## config.mk

```make
export PLATFORM = sky130hd
export DESIGN_NAME = ec_detector_control
export DESIGN_NICKNAME = d
export VERILOG_FILES = /design/src/ec_ctrl_pkg.sv /design/src/ec_detector_control.sv
export SDC_FILE = /design/constraint.sdc
export NUM_CORES = 1
export LEC_CHECK = 0
export ABC_AREA = 1
export BUFFER_PORTS_ARGS = -buffer_cell sky130_fd_sc_hd__buf_4
export CAP_MARGIN = 10
export CORE_ASPECT_RATIO = 0.5
export CORE_MARGIN = 3
export CORE_UTILIZATION = 30
export CTS_BUF_LIST = sky130_fd_sc_hd__clkbuf_16
export CTS_CLUSTER_SIZE = 30
export DETAILED_ROUTE_END_ITERATION = 10
export PLACE_DENSITY_LB_ADDON = 0.05
export SLEW_MARGIN = 20
export SYNTH_ARGS = -nofsm -noshare
export SYNTH_HDL_FRONTEND = slang
export SYNTH_SLANG_ARGS = --single-unit
```

## constraint.sdc

```tcl
create_clock -name clk_i -period 5 [get_ports clk_i]
set_clock_uncertainty 0.15 [all_clocks]
set_input_delay 0.25 -clock clk_i [delete_from_list [all_inputs] [get_ports clk_i]]
set_output_delay 0.25 -clock clk_i [all_outputs]
set_load 0.005 [all_outputs]
```

## src/ec_ctrl_pkg.sv

```systemverilog
// package for the echo canceller detector and control block
package ec_ctrl_pkg;

   // register byte addresses
   localparam logic [7:0] ADDR_CTRL1 = 8'h00;
   localparam logic [7:0] ADDR_CTRL2 = 8'h04;
   localparam logic [7:0] ADDR_CTRL3 = 8'h08;
   localparam logic [7:0] ADDR_STATUS = 8'h0C;
   localparam logic [7:0] ADDR_THRESH = 8'h10;
   localparam logic [7:0] ADDR_NOISE_CTRL = 8'h14;
   localparam logic [7:0] ADDR_NOISE_SCALE = 8'h18;
   localparam logic [7:0] ADDR_GAINS = 8'h1C;

   // control 1 fields
   localparam int C1_INJ_DIS = 0;
   localparam int C1_PAD12 = 1;
   localparam int C1_BYPASS = 2;
   localparam int C1_ADAPT_DIS = 3;
   // control 2 fields
   localparam int C2_SUPP_DIS = 0;
   localparam int C2_PHASE_DIS = 1;
   localparam int C2_AUTO_TONE = 2;
   localparam int C2_NB_DIS = 3;
   localparam int C2_OFFSET_DIS = 4;
   // control 3 fields
   localparam int C3_PATH_DET = 0;
   localparam int C3_PATH_CLR = 1;
   localparam int C3_SUPP_SEL = 2;
   localparam int C3_REJ_ECHO = 3;
   localparam int C3_REJ_DT = 4;
   localparam int C3_RAMP_SEL = 5;
   localparam int C3_RING_CLR = 6;
   // status fields
   localparam int ST_TONE = 0;
   localparam int ST_STATE_LO = 1;

   // reset values
   localparam logic [7:0] RST_CTRL1 = 8'h00;
   localparam logic [7:0] RST_CTRL2 = 8'h00;
   localparam logic [7:0] RST_CTRL3 = 8'h3C;
   localparam logic [15:0] RST_THRESH = 16'h4000;
   localparam logic [3:0] RST_RAMP_RATE = 4'h5;
   localparam logic [7:0] RST_NOISE_SCALE = 8'h16;
   localparam logic [11:0] RST_GAINS = 12'h000;

   // timing
   localparam int CLK_HZ = 20000000;
   localparam int FRAME_NS = 125000;
   localparam int FRAME_CYC = (FRAME_NS * (CLK_HZ / 1000000)) / 1000;
   localparam int PLAIN_TONE_MS = 400;
   localparam int REV_TONE_MS = 1000;
   localparam int RELEASE_MS = 400;
   localparam int PLAIN_TONE_FR = PLAIN_TONE_MS * 8;
   localparam int REV_TONE_FR = REV_TONE_MS * 8;
   localparam int RELEASE_FR = RELEASE_MS * 8;
   localparam int SUPP_EXTRA_DB = 30;
   localparam int PAD_STEP_DB = 3;
   localparam int LEGACY_PAD_DB = 12;

   typedef enum logic [1:0] {
      ST_ENABLE,
      ST_DISABLE,
      ST_BYPASS
   } ec_state_t;

   // per-frame detector indications from the signal path
   typedef struct packed {
      logic tone_rx;
      logic tone_tx;
      logic reversal_rx;
      logic reversal_tx;
      logic quiet_rx;
      logic quiet_tx;
      logic path_change;
      logic narrow_band;
      logic ringing;
      logic below_thresh;
   } detect_t;

   // controls handed to the datapath
   typedef struct packed {
      logic adapt_en;
      logic clear_coef;
      logic pass_through;
      logic supp_on;
      logic noise_on;
      logic ring_suppress;
      logic offset_null_on;
      logic suppr_adv;
      logic ramp_scheme;
      logic rej_echo;
      logic rej_dt;
      logic [3:0] ramp_rate;
      logic [7:0] noise_scale;
      logic [15:0] thresh;
      logic [2:0] pad_rin;
      logic [2:0] pad_rout;
      logic [2:0] pad_sin;
      logic [2:0] pad_sout;
      logic path_det_on;
   } dp_ctrl_t;

endpackage

```

## src/ec_detector_control.sv

```systemverilog
// detector and control logic for one echo canceller channel
// What this block does
// - path-detect bit set enables major path change detection, fast reconverge
// - path-clear bit also set zeroes coefficients on major path change
// - threshold is 16-bit fraction times 32768, added to receive level in dB
// - residual below threshold gets 30 dB more loss plus comfort noise
// - suppressor-disable bit set turns the suppressor off
// - noise-injection-disable stops noise; both act only with suppressor on
// - suppressor-select 1 picks advanced, 0 picks original suppressor
// - advanced defaults: select 1, safeguards 1, scheme 1, rate 5, scale 16
// - scheme bit picks estimator; rate field direction depends on scheme
// - noise scaling value scales comfort noise level proportionally
// - safeguard bits at 0 disable echo and double-talk rejection
// - reversal mode: 2100 Hz tone one second with a reversal triggers
// - plain mode: 2100 Hz tone for 400 ms triggers
// - receive and send detectors; detection sets status, interrupt low
// - status holds until both inputs quiet 400 ms, then clears with interrupt
// - phase-check-disable 1 selects plain mode, else reversal mode
// - auto-tone bit lets detectors switch between adapt and bypass
// - ring-clear bit set detects and suppresses filter oscillation
// - narrow-band tones halt adaptation in any state unless disabled
// - offset null filters on both inputs, bypassed by disable bit
// - four ports scaled 0 to -12 dB in 3 dB steps from gains
// - legacy pad bit gives 12 dB receive loss overriding gains
// - bypass passes pcm, zeroes coefficients, held at least one frame
`timescale 1ns/10ps
module ec_detector_control (
   input wire logic clk_i,
   input wire logic reset_i,
   input wire logic clk_en_i,
   input wire logic hsel,
   input wire logic [31:0] haddr,
   input wire logic [1:0] htrans,
   input wire logic hwrite,
   input wire logic [2:0] hsize,
   input wire logic [31:0] hwdata,
   input wire logic hready,
   output logic hreadyout,
   output logic hresp,
   output logic [31:0] hrdata,
   input wire logic frame_i,
   input wire ec_ctrl_pkg::detect_t det_i,
   output ec_ctrl_pkg::dp_ctrl_t ctrl_o,
   output logic irq_n_o
);

   logic [7:0] ctrl1_q;
   logic [7:0] ctrl2_q;
   logic [7:0] ctrl3_q;
   logic [15:0] thresh_q;
   logic [3:0] ramp_rate_q;
   logic [7:0] noise_scale_q;
   logic [11:0] gains_q;
   logic tone_q;
   logic irq_q;
   logic [13:0] tone_cnt_q [2];
   logic rev_seen_q [2];
   logic [13:0] quiet_cnt_q;
   logic [11:0] byp_cnt_q;
   logic auto_byp_q;
   logic clear_q;
   ec_ctrl_pkg::ec_state_t state_q;
   ec_ctrl_pkg::ec_state_t state_d;
   logic wr_pend_q;
   logic rd_pend_q;
   logic [7:0] addr_q;
   logic take;
   logic [1:0] trig;
   logic st_read;
   logic [31:0] rd_word;
   logic [31:0] rd_mask;
   logic [31:0] fwd_mask;
   wire logic [2:0] pad_lvl [4];

   assign take = hsel && hready && htrans[1];
   assign hreadyout = 1'b1;
   assign hresp = 1'b0;

   // bus address phase capture
   always_ff @(posedge clk_i or posedge reset_i)
   begin
      if (reset_i)
      begin
         wr_pend_q <= 1'b0;
         rd_pend_q <= 1'b0;
         addr_q <= 8'h00;
      end
      else if (clk_en_i && hready)
      begin
         wr_pend_q <= take && hwrite;
         rd_pend_q <= take && !hwrite;
         addr_q <= haddr[7:0];
      end
   end

   // register writes in data phase
   always_ff @(posedge clk_i or posedge reset_i)
   begin
      if (reset_i)
      begin
         ctrl1_q <= ec_ctrl_pkg::RST_CTRL1;
         ctrl2_q <= ec_ctrl_pkg::RST_CTRL2;
         ctrl3_q <= ec_ctrl_pkg::RST_CTRL3;
         thresh_q <= ec_ctrl_pkg::RST_THRESH;
         ramp_rate_q <= ec_ctrl_pkg::RST_RAMP_RATE;
         noise_scale_q <= ec_ctrl_pkg::RST_NOISE_SCALE;
         gains_q <= ec_ctrl_pkg::RST_GAINS;
      end
      else if (clk_en_i && wr_pend_q)
      begin
         case (addr_q)
            ec_ctrl_pkg::ADDR_CTRL1: ctrl1_q <= hwdata[7:0];
            ec_ctrl_pkg::ADDR_CTRL2: ctrl2_q <= hwdata[7:0];
            ec_ctrl_pkg::ADDR_CTRL3: ctrl3_q <= hwdata[7:0];
            ec_ctrl_pkg::ADDR_THRESH: thresh_q <= hwdata[15:0];
            ec_ctrl_pkg::ADDR_NOISE_CTRL: ramp_rate_q <= hwdata[3:0];
            ec_ctrl_pkg::ADDR_NOISE_SCALE: noise_scale_q <= hwdata[7:0];
            ec_ctrl_pkg::ADDR_GAINS: gains_q <= hwdata[11:0];
            default: ;
         endcase
      end
   end

   // read word for the address now on the bus
   always_comb
   begin
      rd_word = 32'h0000_0000;
      case (haddr[7:0])
         ec_ctrl_pkg::ADDR_CTRL1: rd_word = {24'h000000, ctrl1_q};
         ec_ctrl_pkg::ADDR_CTRL2: rd_word = {24'h000000, ctrl2_q};
         ec_ctrl_pkg::ADDR_CTRL3: rd_word = {24'h000000, ctrl3_q};
         ec_ctrl_pkg::ADDR_STATUS:
            rd_word = {29'h00000000, state_q, tone_q};
         ec_ctrl_pkg::ADDR_THRESH: rd_word = {16'h0000, thresh_q};
         ec_ctrl_pkg::ADDR_NOISE_CTRL:
            rd_word = {28'h0000000, ramp_rate_q};
         ec_ctrl_pkg::ADDR_NOISE_SCALE:
            rd_word = {24'h000000, noise_scale_q};
         ec_ctrl_pkg::ADDR_GAINS: rd_word = {20'h00000, gains_q};
         default: rd_word = 32'h0000_0000;
      endcase
   end

   // writable bits per address; status is read-only, never forwarded
   always_comb
   begin
      rd_mask = 32'h0000_0000;
      case (haddr[7:0])
         ec_ctrl_pkg::ADDR_CTRL1: rd_mask = 32'h0000_00FF;
         ec_ctrl_pkg::ADDR_CTRL2: rd_mask = 32'h0000_00FF;
         ec_ctrl_pkg::ADDR_CTRL3: rd_mask = 32'h0000_00FF;
         ec_ctrl_pkg::ADDR_THRESH: rd_mask = 32'h0000_FFFF;
         ec_ctrl_pkg::ADDR_NOISE_CTRL: rd_mask = 32'h0000_000F;
         ec_ctrl_pkg::ADDR_NOISE_SCALE: rd_mask = 32'h0000_00FF;
         ec_ctrl_pkg::ADDR_GAINS: rd_mask = 32'h0000_0FFF;
         default: rd_mask = 32'h0000_0000;
      endcase
   end

   // a write still in its data phase to the address being read is
   // forwarded, else a pipelined read right behind it sees stale data
   assign fwd_mask = (wr_pend_q && (addr_q == haddr[7:0])) ? rd_mask :
      32'h0000_0000;

   // read data registered at the address-to-data boundary
   always_ff @(posedge clk_i or posedge reset_i)
   begin
      if (reset_i)
         hrdata <= 32'h0000_0000;
      else if (clk_en_i && hready)
      begin
         if (take && !hwrite)
            hrdata <= (rd_word & ~fwd_mask) | (hwdata & fwd_mask);
         else
            hrdata <= 32'h0000_0000;
      end
   end

   assign st_read = rd_pend_q && (addr_q == ec_ctrl_pkg::ADDR_STATUS);

   // per-input tone qualification, receive and send
   generate
      for (genvar i = 0; i < 2; i++)
      begin : g_tone
         logic present;
         logic rev;
         assign present = (i == 0) ? det_i.tone_rx : det_i.tone_tx;
         assign rev = (i == 0) ? det_i.reversal_rx : det_i.reversal_tx;
         always_ff @(posedge clk_i or posedge reset_i)
         begin
            if (reset_i)
            begin
               tone_cnt_q[i] <= 14'h0000;
               rev_seen_q[i] <= 1'b0;
            end
            else if (clk_en_i && frame_i)
            begin
               if (!present)
               begin
                  tone_cnt_q[i] <= 14'h0000;
                  rev_seen_q[i] <= 1'b0;
               end
               else
               begin
                  if (tone_cnt_q[i] != 14'h3FFF)
                     tone_cnt_q[i] <= tone_cnt_q[i] + 14'h0001;
                  if (rev)
                     rev_seen_q[i] <= 1'b1;
               end
            end
         end
         // plain mode ignores reversals, reversal mode needs one
         assign trig[i] = ctrl2_q[ec_ctrl_pkg::C2_PHASE_DIS] ?
            (tone_cnt_q[i] >= 14'(ec_ctrl_pkg::PLAIN_TONE_FR)) :
            ((tone_cnt_q[i] >= 14'(ec_ctrl_pkg::REV_TONE_FR)) &&
             rev_seen_q[i]);
      end
   endgenerate

   // latched status with release after sustained quiet on both inputs
   always_ff @(posedge clk_i or posedge reset_i)
   begin
      if (reset_i)
      begin
         tone_q <= 1'b0;
         quiet_cnt_q <= 14'h0000;
      end
      else if (clk_en_i && frame_i)
      begin
         if (!tone_q)
         begin
            quiet_cnt_q <= 14'h0000;
            if (|trig)
               tone_q <= 1'b1;
         end
         else if (det_i.quiet_rx && det_i.quiet_tx)
         begin
            if (quiet_cnt_q >= 14'(ec_ctrl_pkg::RELEASE_FR - 1))
            begin
               tone_q <= 1'b0;
               quiet_cnt_q <= 14'h0000;
            end
            else
               quiet_cnt_q <= quiet_cnt_q + 14'h0001;
         end
         else
            quiet_cnt_q <= 14'h0000;
      end
   end

   // interrupt on every status edge; a new edge wins over the read clear
   always_ff @(posedge clk_i or posedge reset_i)
   begin
      if (reset_i)
         irq_q <= 1'b0;
      else if (clk_en_i)
      begin
         if (frame_i && !tone_q && (|trig))
            irq_q <= 1'b1;
         else if (frame_i && tone_q && det_i.quiet_rx && det_i.quiet_tx &&
                  quiet_cnt_q >= 14'(ec_ctrl_pkg::RELEASE_FR - 1))
            irq_q <= 1'b1;
         else if (st_read)
            irq_q <= 1'b0;
      end
   end
   assign irq_n_o = !irq_q;

   // automatic bypass follows status when enabled
   always_ff @(posedge clk_i or posedge reset_i)
   begin
      if (reset_i)
         auto_byp_q <= 1'b0;
      else if (clk_en_i)
         auto_byp_q <= ctrl2_q[ec_ctrl_pkg::C2_AUTO_TONE] && tone_q;
   end

   always_comb
   begin
      if (ctrl1_q[ec_ctrl_pkg::C1_BYPASS] || auto_byp_q)
         state_d = ec_ctrl_pkg::ST_BYPASS;
      else if (ctrl1_q[ec_ctrl_pkg::C1_ADAPT_DIS])
         state_d = ec_ctrl_pkg::ST_DISABLE;
      else
         state_d = ec_ctrl_pkg::ST_ENABLE;
   end

   // bypass is held for at least one frame once entered
   always_ff @(posedge clk_i or posedge reset_i)
   begin
      if (reset_i)
      begin
         state_q <= ec_ctrl_pkg::ST_ENABLE;
         byp_cnt_q <= 12'h000;
      end
      else if (clk_en_i)
      begin
         case (state_q)
            ec_ctrl_pkg::ST_BYPASS:
            begin
               if (byp_cnt_q != 12'h000)
                  byp_cnt_q <= byp_cnt_q - 12'h001;
               else
                  state_q <= state_d;
            end
            ec_ctrl_pkg::ST_ENABLE, ec_ctrl_pkg::ST_DISABLE:
            begin
               state_q <= state_d;
               if (state_d == ec_ctrl_pkg::ST_BYPASS)
                  byp_cnt_q <= 12'(ec_ctrl_pkg::FRAME_CYC - 1);
            end
            default: state_q <= ec_ctrl_pkg::ST_ENABLE;
         endcase
      end
   end

   // registered clear, one clock after a detected major path change, for as long as it lasts
   always_ff @(posedge clk_i or posedge reset_i)
   begin
      if (reset_i)
         clear_q <= 1'b0;
      else if (clk_en_i)
         clear_q <= det_i.path_change &&
            ctrl3_q[ec_ctrl_pkg::C3_PATH_DET] &&
            ctrl3_q[ec_ctrl_pkg::C3_PATH_CLR];
   end

   // datapath controls
   logic supp_on;
   logic [2:0] pad_rin;
   assign supp_on = !ctrl2_q[ec_ctrl_pkg::C2_SUPP_DIS];
   // per-port pad clamp; codes above four steps saturate at -12 dB
   generate
      for (genvar p = 0; p < 4; p++)
      begin : g_pad
         logic [2:0] code;
         assign code = gains_q[3 * p +: 3];
         assign pad_lvl[p] = (code > 3'd4) ? 3'd4 : code;
      end
   endgenerate

   // legacy pad is four 3 dB steps and overrides the gains field
   assign pad_rin = ctrl1_q[ec_ctrl_pkg::C1_PAD12] ? 3'd4 : pad_lvl[0];

   always_comb
   begin
      ctrl_o = '0;
      ctrl_o.pass_through = (state_q == ec_ctrl_pkg::ST_BYPASS);
      ctrl_o.clear_coef = ctrl_o.pass_through || clear_q;
      // narrow-band halt applies in every state
      ctrl_o.adapt_en = (state_q == ec_ctrl_pkg::ST_ENABLE) &&
         !(det_i.narrow_band && !ctrl2_q[ec_ctrl_pkg::C2_NB_DIS]);
      ctrl_o.path_det_on = ctrl3_q[ec_ctrl_pkg::C3_PATH_DET];
      ctrl_o.supp_on = supp_on && det_i.below_thresh;
      ctrl_o.noise_on = supp_on && det_i.below_thresh &&
         !ctrl1_q[ec_ctrl_pkg::C1_INJ_DIS];
      ctrl_o.thresh = supp_on ? thresh_q : 16'h0000;
      ctrl_o.suppr_adv = ctrl3_q[ec_ctrl_pkg::C3_SUPP_SEL];
      ctrl_o.ramp_scheme = ctrl3_q[ec_ctrl_pkg::C3_RAMP_SEL];
      ctrl_o.ramp_rate = ramp_rate_q;
      ctrl_o.noise_scale = noise_scale_q;
      ctrl_o.rej_echo = ctrl3_q[ec_ctrl_pkg::C3_REJ_ECHO];
      ctrl_o.rej_dt = ctrl3_q[ec_ctrl_pkg::C3_REJ_DT];
      ctrl_o.ring_suppress = ctrl3_q[ec_ctrl_pkg::C3_RING_CLR] &&
         det_i.ringing;
      ctrl_o.offset_null_on = !ctrl2_q[ec_ctrl_pkg::C2_OFFSET_DIS];
      ctrl_o.pad_rin = pad_rin;
      ctrl_o.pad_rout = pad_lvl[1];
      ctrl_o.pad_sin = pad_lvl[2];
      ctrl_o.pad_sout = pad_lvl[3];
   end

endmodule

```

Word-level counts from Yosys, hierarchy flattened
Cells that the tools add are included.
Storage, ports and cells
  flip-flop bits (word level): 168
  latch bits: 0
  RAM bits: 0
  memory bits (read-only): 0
  input port bits: 86
  output and inout port bits: 87
  memories kept: 0
Operators by class
  add/sub/neg operators: 4
  multiply operators: 0
  div/mod/pow operators: 0
  magnitude comparators: 9
  equality and inequality tests: 27
  shift operators: 0
  multiplexer cells: 37
  bitwise logic cells: 4
  reduce and logical (&&, ||, !) cells: 59
Operators with widths (number)
  $pmux W16 S8: 1
  $mux W14: 7
  $and A32 B32 Y32: 2
  $eq A8 B5 Y1 const B: 8
  $mux W32: 2
  $pmux W16 S4: 1
  $add A14 B1 Y14 const B: 3
  $ge A14 B12 Y1 const B: 3
  $eq A8 B4 Y1 const B: 4
  $not A32 Y32: 1
  $or A32 B32 Y32: 1
  $ge A14 B13 Y1 const B: 2
  $ne A14 B14 Y1 const B: 2
  $logic_and A1 B1 Y1: 26
  $reduce_and A2 Y1: 13
  $mux W12: 2
  $pmux W12 S2: 1
  $eq A8 B3 Y1 const B: 2
  $logic_not A8 Y1: 2
  $mux W16: 1
  $mux W3: 5
  $mux W1: 14
  $gt A3 B3 Y1 const B: 4
  $reduce_bool A12 Y1: 1
  16 further kinds: 32

Depth between registers and ports, before layout
Gate-level depths: netlist of run 1.
  depth in word-level cells: 8
  mapped depth: 12

Worst setup path after synthesis of run 1
No wires, ideal clock.
  path kind: register to register
  start: register tone_cnt_q[14] (netlist name)
  end: register tone_cnt_q[14] (netlist name)
  library setup time: 0.119 ns
  data arrival time: 1.559 ns
  data required time: 4.731 ns
  path slack: 3.171 ns
  stages on the path, launching flop included: 12
  path buffers: 1
  clock period less this slack: 1.829 ns
  path through: dfrtp_1 -> ha_1 -> nand2_2 -> nor2_2 -> nand2_2 -> nor2_2 -> nand3_1 -> nand2_2 -> inv_4 -> buf_6 -> nand3_1 -> o21ai_2
Between the ends
  cells in the longest elaborated chain, start to end: 3
  elaborated cells on any way between the ends: 6
RTL lines
  from (decl): line ec_detector_control.sv:56  | logic [13:0] tone_cnt_q [2];
  from (signal, indexed assignment): line ec_detector_control.sv:206  | tone_cnt_q[i] <= tone_cnt_q[i] + 14'h0001;
  $add A14 B1 Y14 or $ne A14 B14 Y1 (tied branches): line ec_detector_control.sv:206, ec_detector_control.sv:205
  $mux W14 or $ne A2 B1 Y1 (tied branches)
  $mux W14 or $reduce_and A2 Y1 (tied branches)
Parallel ways exist; a longest one is shown, timed or not. The select of a mux whose other input is x is not followed.
A chain may end at the register's enable or synchronous reset.

Worst setup path in the final report of run 1
  start: input port haddr[1]
  end: register hrdata[5]
Between the ends
  cells in the longest elaborated chain, start to end: 8
  elaborated cells on any way between the ends: 19
RTL lines
  from (decl): line ec_detector_control.sv:32  | input wire logic [31:0] haddr,
  $eq A8 B5 Y1 (tied with other cells): line ec_detector_control.sv:128, ec_detector_control.sv:148
  $reduce_or A4 Y1 (no source line)
  $pmux W16 S4: line ec_detector_control.sv:148  | case (haddr[7:0])
  $mux W32: line ec_detector_control.sv:162  | assign fwd_mask = (wr_pend_q && (addr_q == haddr[7:0])) ? rd_mask :
  $not A32 Y32: line ec_detector_control.sv:173  | hrdata <= (rd_word & ~fwd_mask) | (hwdata & fwd_mask);
  $and A32 B32 Y32: line ec_detector_control.sv:173
  $or A32 B32 Y32 (*): line ec_detector_control.sv:173
  $mux W32 (*): line ec_detector_control.sv:172  | if (take && !hwrite)
  to (signal assigned): line ec_detector_control.sv:173
  to (decl): line ec_detector_control.sv:40  | output logic [31:0] hrdata,
Mark *: on every way between the ends. The rest lies on a longest branch, timed or not.

==> out/metrics.yaml, run 1 <==
status:
  status: "finished, final reports clean"
die:
  num_io_pins: 173
  start_util_pct: 31.4
  fp.dieH_microns: 125
  die_w_microns: 245
  core_sq_um: 27200
  rows: 42
  fp.dieArea_sq_um: 30700
power_and_ir_drop:
  p_leak_nw: 5.18
  pwr-share-clk_pct: 41.5
  p_int_mw: 2.35
  power_density_nw_per_um2: 317
  peakVddDrop_mv: 0.238
  power_frac_seq_pct: 43.3
  netSwitchingFraction_pct: 28.6
  power_frac_comb_pct: 15.2
  p_sw_mw: 0.942
  finalPower_mw: 3.30
clocking:
  htree_levels: 4
  cts_tree: "yes"
  clk_pin_slew_ns: 0.06
  cts_sinks: 152
  clock_path_buffers: 2
  post-cts-setup-buffers: 0
  cts-buffers-inserted: 17
  root_buffer: "clkbuf_16"
  clk_latency_ns: 0.44
finish:
  seqCellArea_sq_um: 3820
  fin_cells: 1686
  nFillCells: 2912
  layout-drive-gt1-share_pct: 15.2
  layout.nets: 1391
  layout_common_cells: "nand2_1 (348), inv_1 (143), dfrtp_1 (142)"
  antenna_cells_inserted: 0
  final_common_cell: "nand2_1"
  multiInputGateArea_sq_um: 3870
  syn2layout_area_growth_pct: 21.8
  stdcell_area_sq_um: 10400
placement:
  finalWeightedCongestion: 0.793
  place_inst: 1633
  hpwl_microns: 18700
  port_buffers: 110
  placed_area_sq_um: 9590
critical_path:
  r2r_start: "tone_cnt_q[0]"
  crit_type: "input pin to flip-flop"
  critPathLaunchType: "input pin"
  critPathBufInv: 3
  cp.required_ns: 5.22
  cp_max_fo: 13
  timing.rr.end: "tone_cnt_q[6]"
  regToRegSetupSlack_ns: 2.81
  critPathTopFamily: "simple AND/OR/NAND/NOR gates"
  crit_top_cell: "nand2_1"
  slowest_delay_ns: 0.85
  crit_path_cell_trace: "dlygate4sd3_1 -> buf_4 -> inv_1 -> nand2_1 -> nor2_1 -> nand3_1 -> nand2_1 -> nor2_1 -> nand2_1 -> nand2_1 -> nand2_1 -> nand2_1 -> nand2_1"
  crit_slowest_cell: "nor2_1"
  r2r_cells: 11
  crit_arrival_ns: 2.76
  end_kind: "flip-flop"
global_routing:
  antenna_found_initial: 0
  first_global_vias: 7608
  grt_start_max_net_pins: 90
  grt_overflow_total: 0
  grt_usage_pct: 17.3
  grt_pass1_wl_microns: 41800
flow_run:
  maxCapViolCount: 0
timing:
  whs_ns: 0.0229
  rsz0062_at_grt: "no"
  maxSlewHeadroom_pct: 27.6
  min_period_over_period_pct: 50.7
  maxSlewViolCount: 0
  setup_viol: 0
  fin_crit_ns: 2.54
  fin_setup_tns_ns: 0
  finalHoldViolations: 0
  worstMarginPinSlew_ns: 1.08
  fmax_mhz: 394
synth:
  postSynth.asyncResetShare_pct: 100
  yosys_warnings: 0
  yosysTopAreaCell: "dfrtp_1"
  synth.distinct_cells: 39
  synth_area_sq_um: 8550
  yosys_most_used_dff: "dfrtp_1"
  synth_edf_count: 0
  synth_top_cell_area_share_pct: 41.6
  ys_ff_latch: 152
  avgSynthCellArea_sq_um: 7.22
  synth.area.top_cells: "dfrtp_1 (42%), nand2_1 (15%), inv_1 (6.3%)"
  seq_area_frac_synth_pct: 44.7
  syn_inst: 1184
drt:
  drc_errors: 0
  drtIter0Drc: 504
  via_per_inst: 4.62
  post_drt_wl_per_cell_microns: 15.2
  first_pass_iters: 5
  wl_microns: 25600
  ant_nets: 0
  routed-via-count: 7781
min_path:
  hp-class: "input pin to flip-flop"
  holdPathStages: 2
  holdCritStartpoint: "clk_en_i"
  min_to: "auto_byp_q"
routing by layer:
metal	GRT usage [%]	vias to the layer above	wire length [microns]
li1	-	3949	-
met1	24.2	3693	12500
met2	27.9	114	11900
met3	3.36	25	867
met4	3.99	0	289
met5	0	-	0
synth_stat cells, drive strengths merged, types with 6 or more instances:
| library cell | number |
|---|---|
| nor3 | 26 |
| buf | 41 |
| clkbuf | 16 |
| xor2 | 9 |
| nand2 | 356 |
| nand4 | 18 |
| o21ai | 129 |
| ha | 6 |
| dfrtp | 142 |
| dfstp | 10 |
| nand3 | 94 |
| inv | 148 |
| a21oi | 19 |
| nor2 | 139 |
logic make-up (layout without fill, tap and decap cells):
| group | count (synthesis) | after routing | synth area share, % |
|---|---|---|---|
| simple gates | 649 | 649 | 32.3 |
| buf+inv | 205 | 317 | 10.7 |
| compound gates | 160 | 160 | 10.3 |
| flops | 152 | 152 | 44.7 |
| xor+xnor | 10 | 10 | 1.02 |
| fa+ha+maj | 6 | 6 | 0.878 |
| other cells | 2 | 18 | 0.0879 |
worst max-delay path by stage:
stage	slack (ns)	depth (start not counted)	from	end
after floorplan	0.52	1	reset_i	addr_q[0]
after global placement	2.60	8	clk_en_i	tone_cnt_q[9]
after detailed placement	2.56	8	clk_en_i	tone_cnt_q[6]
after CTS	2.56	12	haddr[1]	hrdata[3]
after global routing	2.32	12	haddr[3]	hrdata[3]
final	2.46	13	haddr[1]	hrdata[5]
state kept, by name (all words and copies together), names as in the netlist, 12 cells and up:
register / count
quiet_cnt_q: 14
hrdata: 16
gains_q: 12
tone_cnt_q: 28
thresh_q: 16
byp_cnt_q: 12
power by group through the flow:
stage               registers, mW  logic, mW  clock network (mW)
global route                 1.44      0.593                1.46
CTS                          1.43      0.513                1.41
detailed placement           1.45      0.497                   0
floorplan                    1.42      0.362                   0
finish                       1.43      0.502                1.37
global placement             1.45      0.490                   0
what timing repair did:
item	CTS	global route
resized for setup	0	0
hold buffers	21	0
hold endpoints to repair	115	0
area by class of cell:
class                           instances  share of cell area, %
Clock inverter                         15                   1.78
Tap cell                              374                   4.49
Timing Repair Buffer                  137                   10.4
Inverter                              148                   5.41
Sequential cell                       152                   36.7
Clock buffer                           17                   4.09
Multi-Input combinational cell        843                   37.2
through the flow:
step | setup slack (ns) | utilization [%]
floorplan | 0.523 | -
global placement | 2.60 | 35.2
detailed placement | 2.56 | 35.2
CTS | 2.56 | 38.2
global route | 2.32 | 38.2
finish | 2.46 | 38.2
No activity file was read; power rests on OpenSTA's default activity.
==> run 2, diff against run 1 <==
==> constraint.sdc (replaced) <==
create_clock -name clk_i -period 2.6 [get_ports clk_i]
set_clock_uncertainty 0.15 [all_clocks]
set_input_delay 0.13 -clock clk_i [delete_from_list [all_inputs] [get_ports clk_i]]
set_output_delay 0.13 -clock clk_i [all_outputs]
set_load 0.005 [all_outputs]
==> run 2 against run 1 <==
  * Sequential power up 92%
  * Flip-flop and latch count stayed put
  * Register-to-register slack got worse by 2.4 ns
  * Sequential share of layout area is 1.0 points lower
  * Total power grew 92%
  * Routed wire length grew 1.1%
  * Critical path type unchanged
==> out/metrics.yaml, run 2 (synthesized netlist as in run 1, its figures left out) <==
timing:
  fmax_mhz: 410
  fin_crit_ns: 2.44
  rsz0062_at_grt: "no"  # unchanged
  maxSlewHeadroom_pct: 58.7  # was 27.6%
  finalHoldViolations: 0  # unchanged
  fin_setup_tns_ns: 0  # unchanged
  maxSlewViolCount: 0  # unchanged
  setup_viol: 0  # unchanged
  worstMarginPinSlew_ns: 0.615  # was 1.08 ns
  min_period_over_period_pct: 93.7
die:
  core_sq_um: 27200  # unchanged
  die_w_microns: 245  # unchanged
  num_io_pins: 173  # unchanged
  fp.dieH_microns: 125  # unchanged
  fp.dieArea_sq_um: 30700  # unchanged
  start_util_pct: 31.4  # unchanged
  rows: 42  # unchanged
global_routing:
  grt_use_met1_pct: 24.1  # was 24.2%
  use_met2_pct: 27.9  # unchanged
  use_met3_pct: 3.25  # was 3.36%
  antenna_found_initial: 0  # unchanged
  grt_overflow_total: 0  # unchanged
  grt-busiest-layer: "met2"  # unchanged
  grt_start_max_net_pins: 103  # was 90
  first_global_vias: 7754  # was 7,608
  grt_pass1_wl_microns: 41900  # was 41,800 microns
  grt_usage_pct: 17.4  # was 17.3%
min_path:
  holdPathStages: 3  # was 2
  hp-class: "input pin to flip-flop"  # unchanged
  holdCritStartpoint: "hwdata[1]"  # was clk_en_i
  min_to: "ctrl1_q[1]"  # was auto_byp_q
power_and_ir_drop:
  power_frac_comb_pct: 15.9  # was 15.2%
  power_frac_seq_pct: 43.2  # was 43.3%
  power_density_nw_per_um2: 592  # was 317 nW/um^2
  finalPower_mw: 6.34  # was 3.30 mW
  p_int_mw: 4.54  # was 2.35 mW
  p_sw_mw: 1.80  # was 0.942 mW
  netSwitchingFraction_pct: 28.4  # was 28.6%
  peakVddDrop_mv: 0.494  # was 0.238 mV
  p_leak_nw: 5.32  # was 5.18 nW
  pwr-share-clk_pct: 40.8  # was 41.5%
drt:
  drc_errors: 0  # unchanged
  first_pass_iters: 7  # was 5
  via_per_inst: 4.59  # was 4.62
  drtIter0Drc: 465  # was 504
  wl_microns: 25900  # was 25,600 microns
  ant_nets: 0  # unchanged
  routed-via-count: 7880  # was 7,781
  post_drt_wl_per_cell_microns: 15.0  # was 15.2 microns
critical_path:
  r2r_start: "tone_cnt_q[0]"  # unchanged
  critPathTopFamily: "buffers and inverters"  # was simple AND/OR/NAND/NOR gates
  cp_max_fo: 34  # was 13
  regToRegSetupSlack_ns: 0.40  # was 2.81 ns
  slowest_delay_ns: 0.55  # was 0.85 ns
  crit_type: "input pin to flip-flop"  # unchanged
  cp.required_ns: 2.77  # was 5.22 ns
  timing.rr.end: "tone_cnt_q[3]"  # was tone_cnt_q[6]
  crit_slowest_cell: "dlygate4sd3_1"  # was nor2_1
  critPathBufInv: 5  # was 3
  crit_top_cell: "dlygate4sd3_1"  # was nand2_1
  crit_path_cell_trace: "dlygate4sd3_1 -> buf_4 -> nand2_1 -> buf_4 -> nor2_1 -> nand2_1 -> dlygate4sd3_1 -> o21ai_0 -> dlygate4sd3_1"  # was dlygate4sd3_1 -> buf_4 -> inv_1 -> nand2_1 -> nor2_1 -> nand3_1 -> nand2_1 -> nor2_1 -> nand2_1 -> nand2_1 -> nand2_1 -> nand2_1 -> nand2_1
  crit_arrival_ns: 2.60  # was 2.76 ns
  critPathLaunchType: "input pin"  # unchanged
  r2r_cells: 11  # unchanged
  end_kind: "flip-flop"  # unchanged
placement:
  hpwl_microns: 18600  # was 18,700 microns
  finalWeightedCongestion: 0.799  # was 0.793
  port_buffers: 110  # unchanged
clocking:
  clk_pin_slew_ns: 0.07  # was 0.06 ns
  clk_latency_ns: 0.44  # about the same
  htree_levels: 4  # unchanged
  cts_sinks: 152  # unchanged
  root_buffer: "clkbuf_16"  # unchanged
  cts-buffers-inserted: 17  # unchanged
  clock_path_buffers: 2  # unchanged
  cts_tree: "yes"  # unchanged
finish:
  nFillCells: 2923  # was 2,912
  layout.nets: 1423  # was 1,391
  largest_reg_flops: 28  # unchanged
  final_common_cell: "nand2_1"  # unchanged
  layout-drive-gt1-share_pct: 15.3  # was 15.2%
  regMostFlops: "tone_cnt_q"  # unchanged
  antenna_cells_inserted: 0  # unchanged
  top_regs: "tone_cnt_q (28), hrdata (16), thresh_q (16)"  # unchanged
  layout_common_cells: "nand2_1 (348), inv_1 (146), dfrtp_1 (142)"  # was nand2_1 (348), inv_1 (143), dfrtp_1 (142)
  final_core_util_pct: 39.4  # was 38.2%
  syn2layout_area_growth_pct: 25.3  # was 21.8%
status:
  status: "finished, final reports clean"  # unchanged
flow_run:
  maxCapViolCount: 0  # unchanged
## run 2: worst max path at each step
stage                  startpoint       endpoint  slack [ns]  cells past startpoint
global placement    tone_cnt_q[0]  tone_cnt_q[3]        0.46                     11
floorplan                 reset_i      addr_q[0]        0.41                      1
CTS                      clk_en_i      wr_pend_q        0.16                      9
global route             clk_en_i      wr_pend_q        0.01                      9
detailed placement  tone_cnt_q[0]  tone_cnt_q[3]        0.43                     11
finish                   clk_en_i      wr_pend_q        0.16                      9
## run 2: worst register-to-register path: cells and delay by family, from the launching register on
| kind | cells | cell delay (ns) |
|---|---|---|
| and+or+nand+nor | 8 | 0.95 |
| AOI/OAI and AO/OA | 1 | 0.12 |
| DFF | 1 | 0.39 |
| buffers and inverters | 1 | 0.21 |
| adders and majority gates | 1 | 0.30 |
## run 2: layout make-up
class	count	area, sq um	share of cell area, %
clock inverters	15	169	1.58
clock buffers	17	425	3.97
multi-input cells	843	3870	36.2
inverters	148	562	5.24
well taps	374	468	4.37
repair buffers	169	1400	13.1
flip-flops and latches	152	3820	35.6
## run 2: metal layers
metal  vias up  share of wire [%]
met5         -                  0
met4         0                1.2
met3        18                2.5
met2        94                 46
met1      3753                 50
li1       4015                  -
## run 2: timing repair
item                                   4_1_cts  5_1_grt
buffers inserted                             0        0
resized for setup                            0        0
endpoints found under the hold margin      247        0
hold buffers                                42        0
## run 2: per-stage QoR
stage,hold slack [ns],setup WS (ns),instances,instance area (sq um)
CTS,0.00459,0.159,1718,10700
floorplan,0.101,0.411,1200,8610
finish,0.0229,0.164,1718,10700
global route,0.0553,0.0126,1718,10700
global placement,0.123,0.461,1644,9700
detailed placement,0.127,0.432,1644,9700
## run 2: power by group through the flow
stage	combinational [mW]	sequential, mW	clock, mW
4_1_cts	1.03	2.74	2.68
3_3_place_gp	0.957	2.78	0
6_report	1.01	2.74	2.59
5_1_grt	1.18	2.77	2.77
2_1_floorplan	0.696	2.72	0
3_5_place_dp	0.969	2.78	0
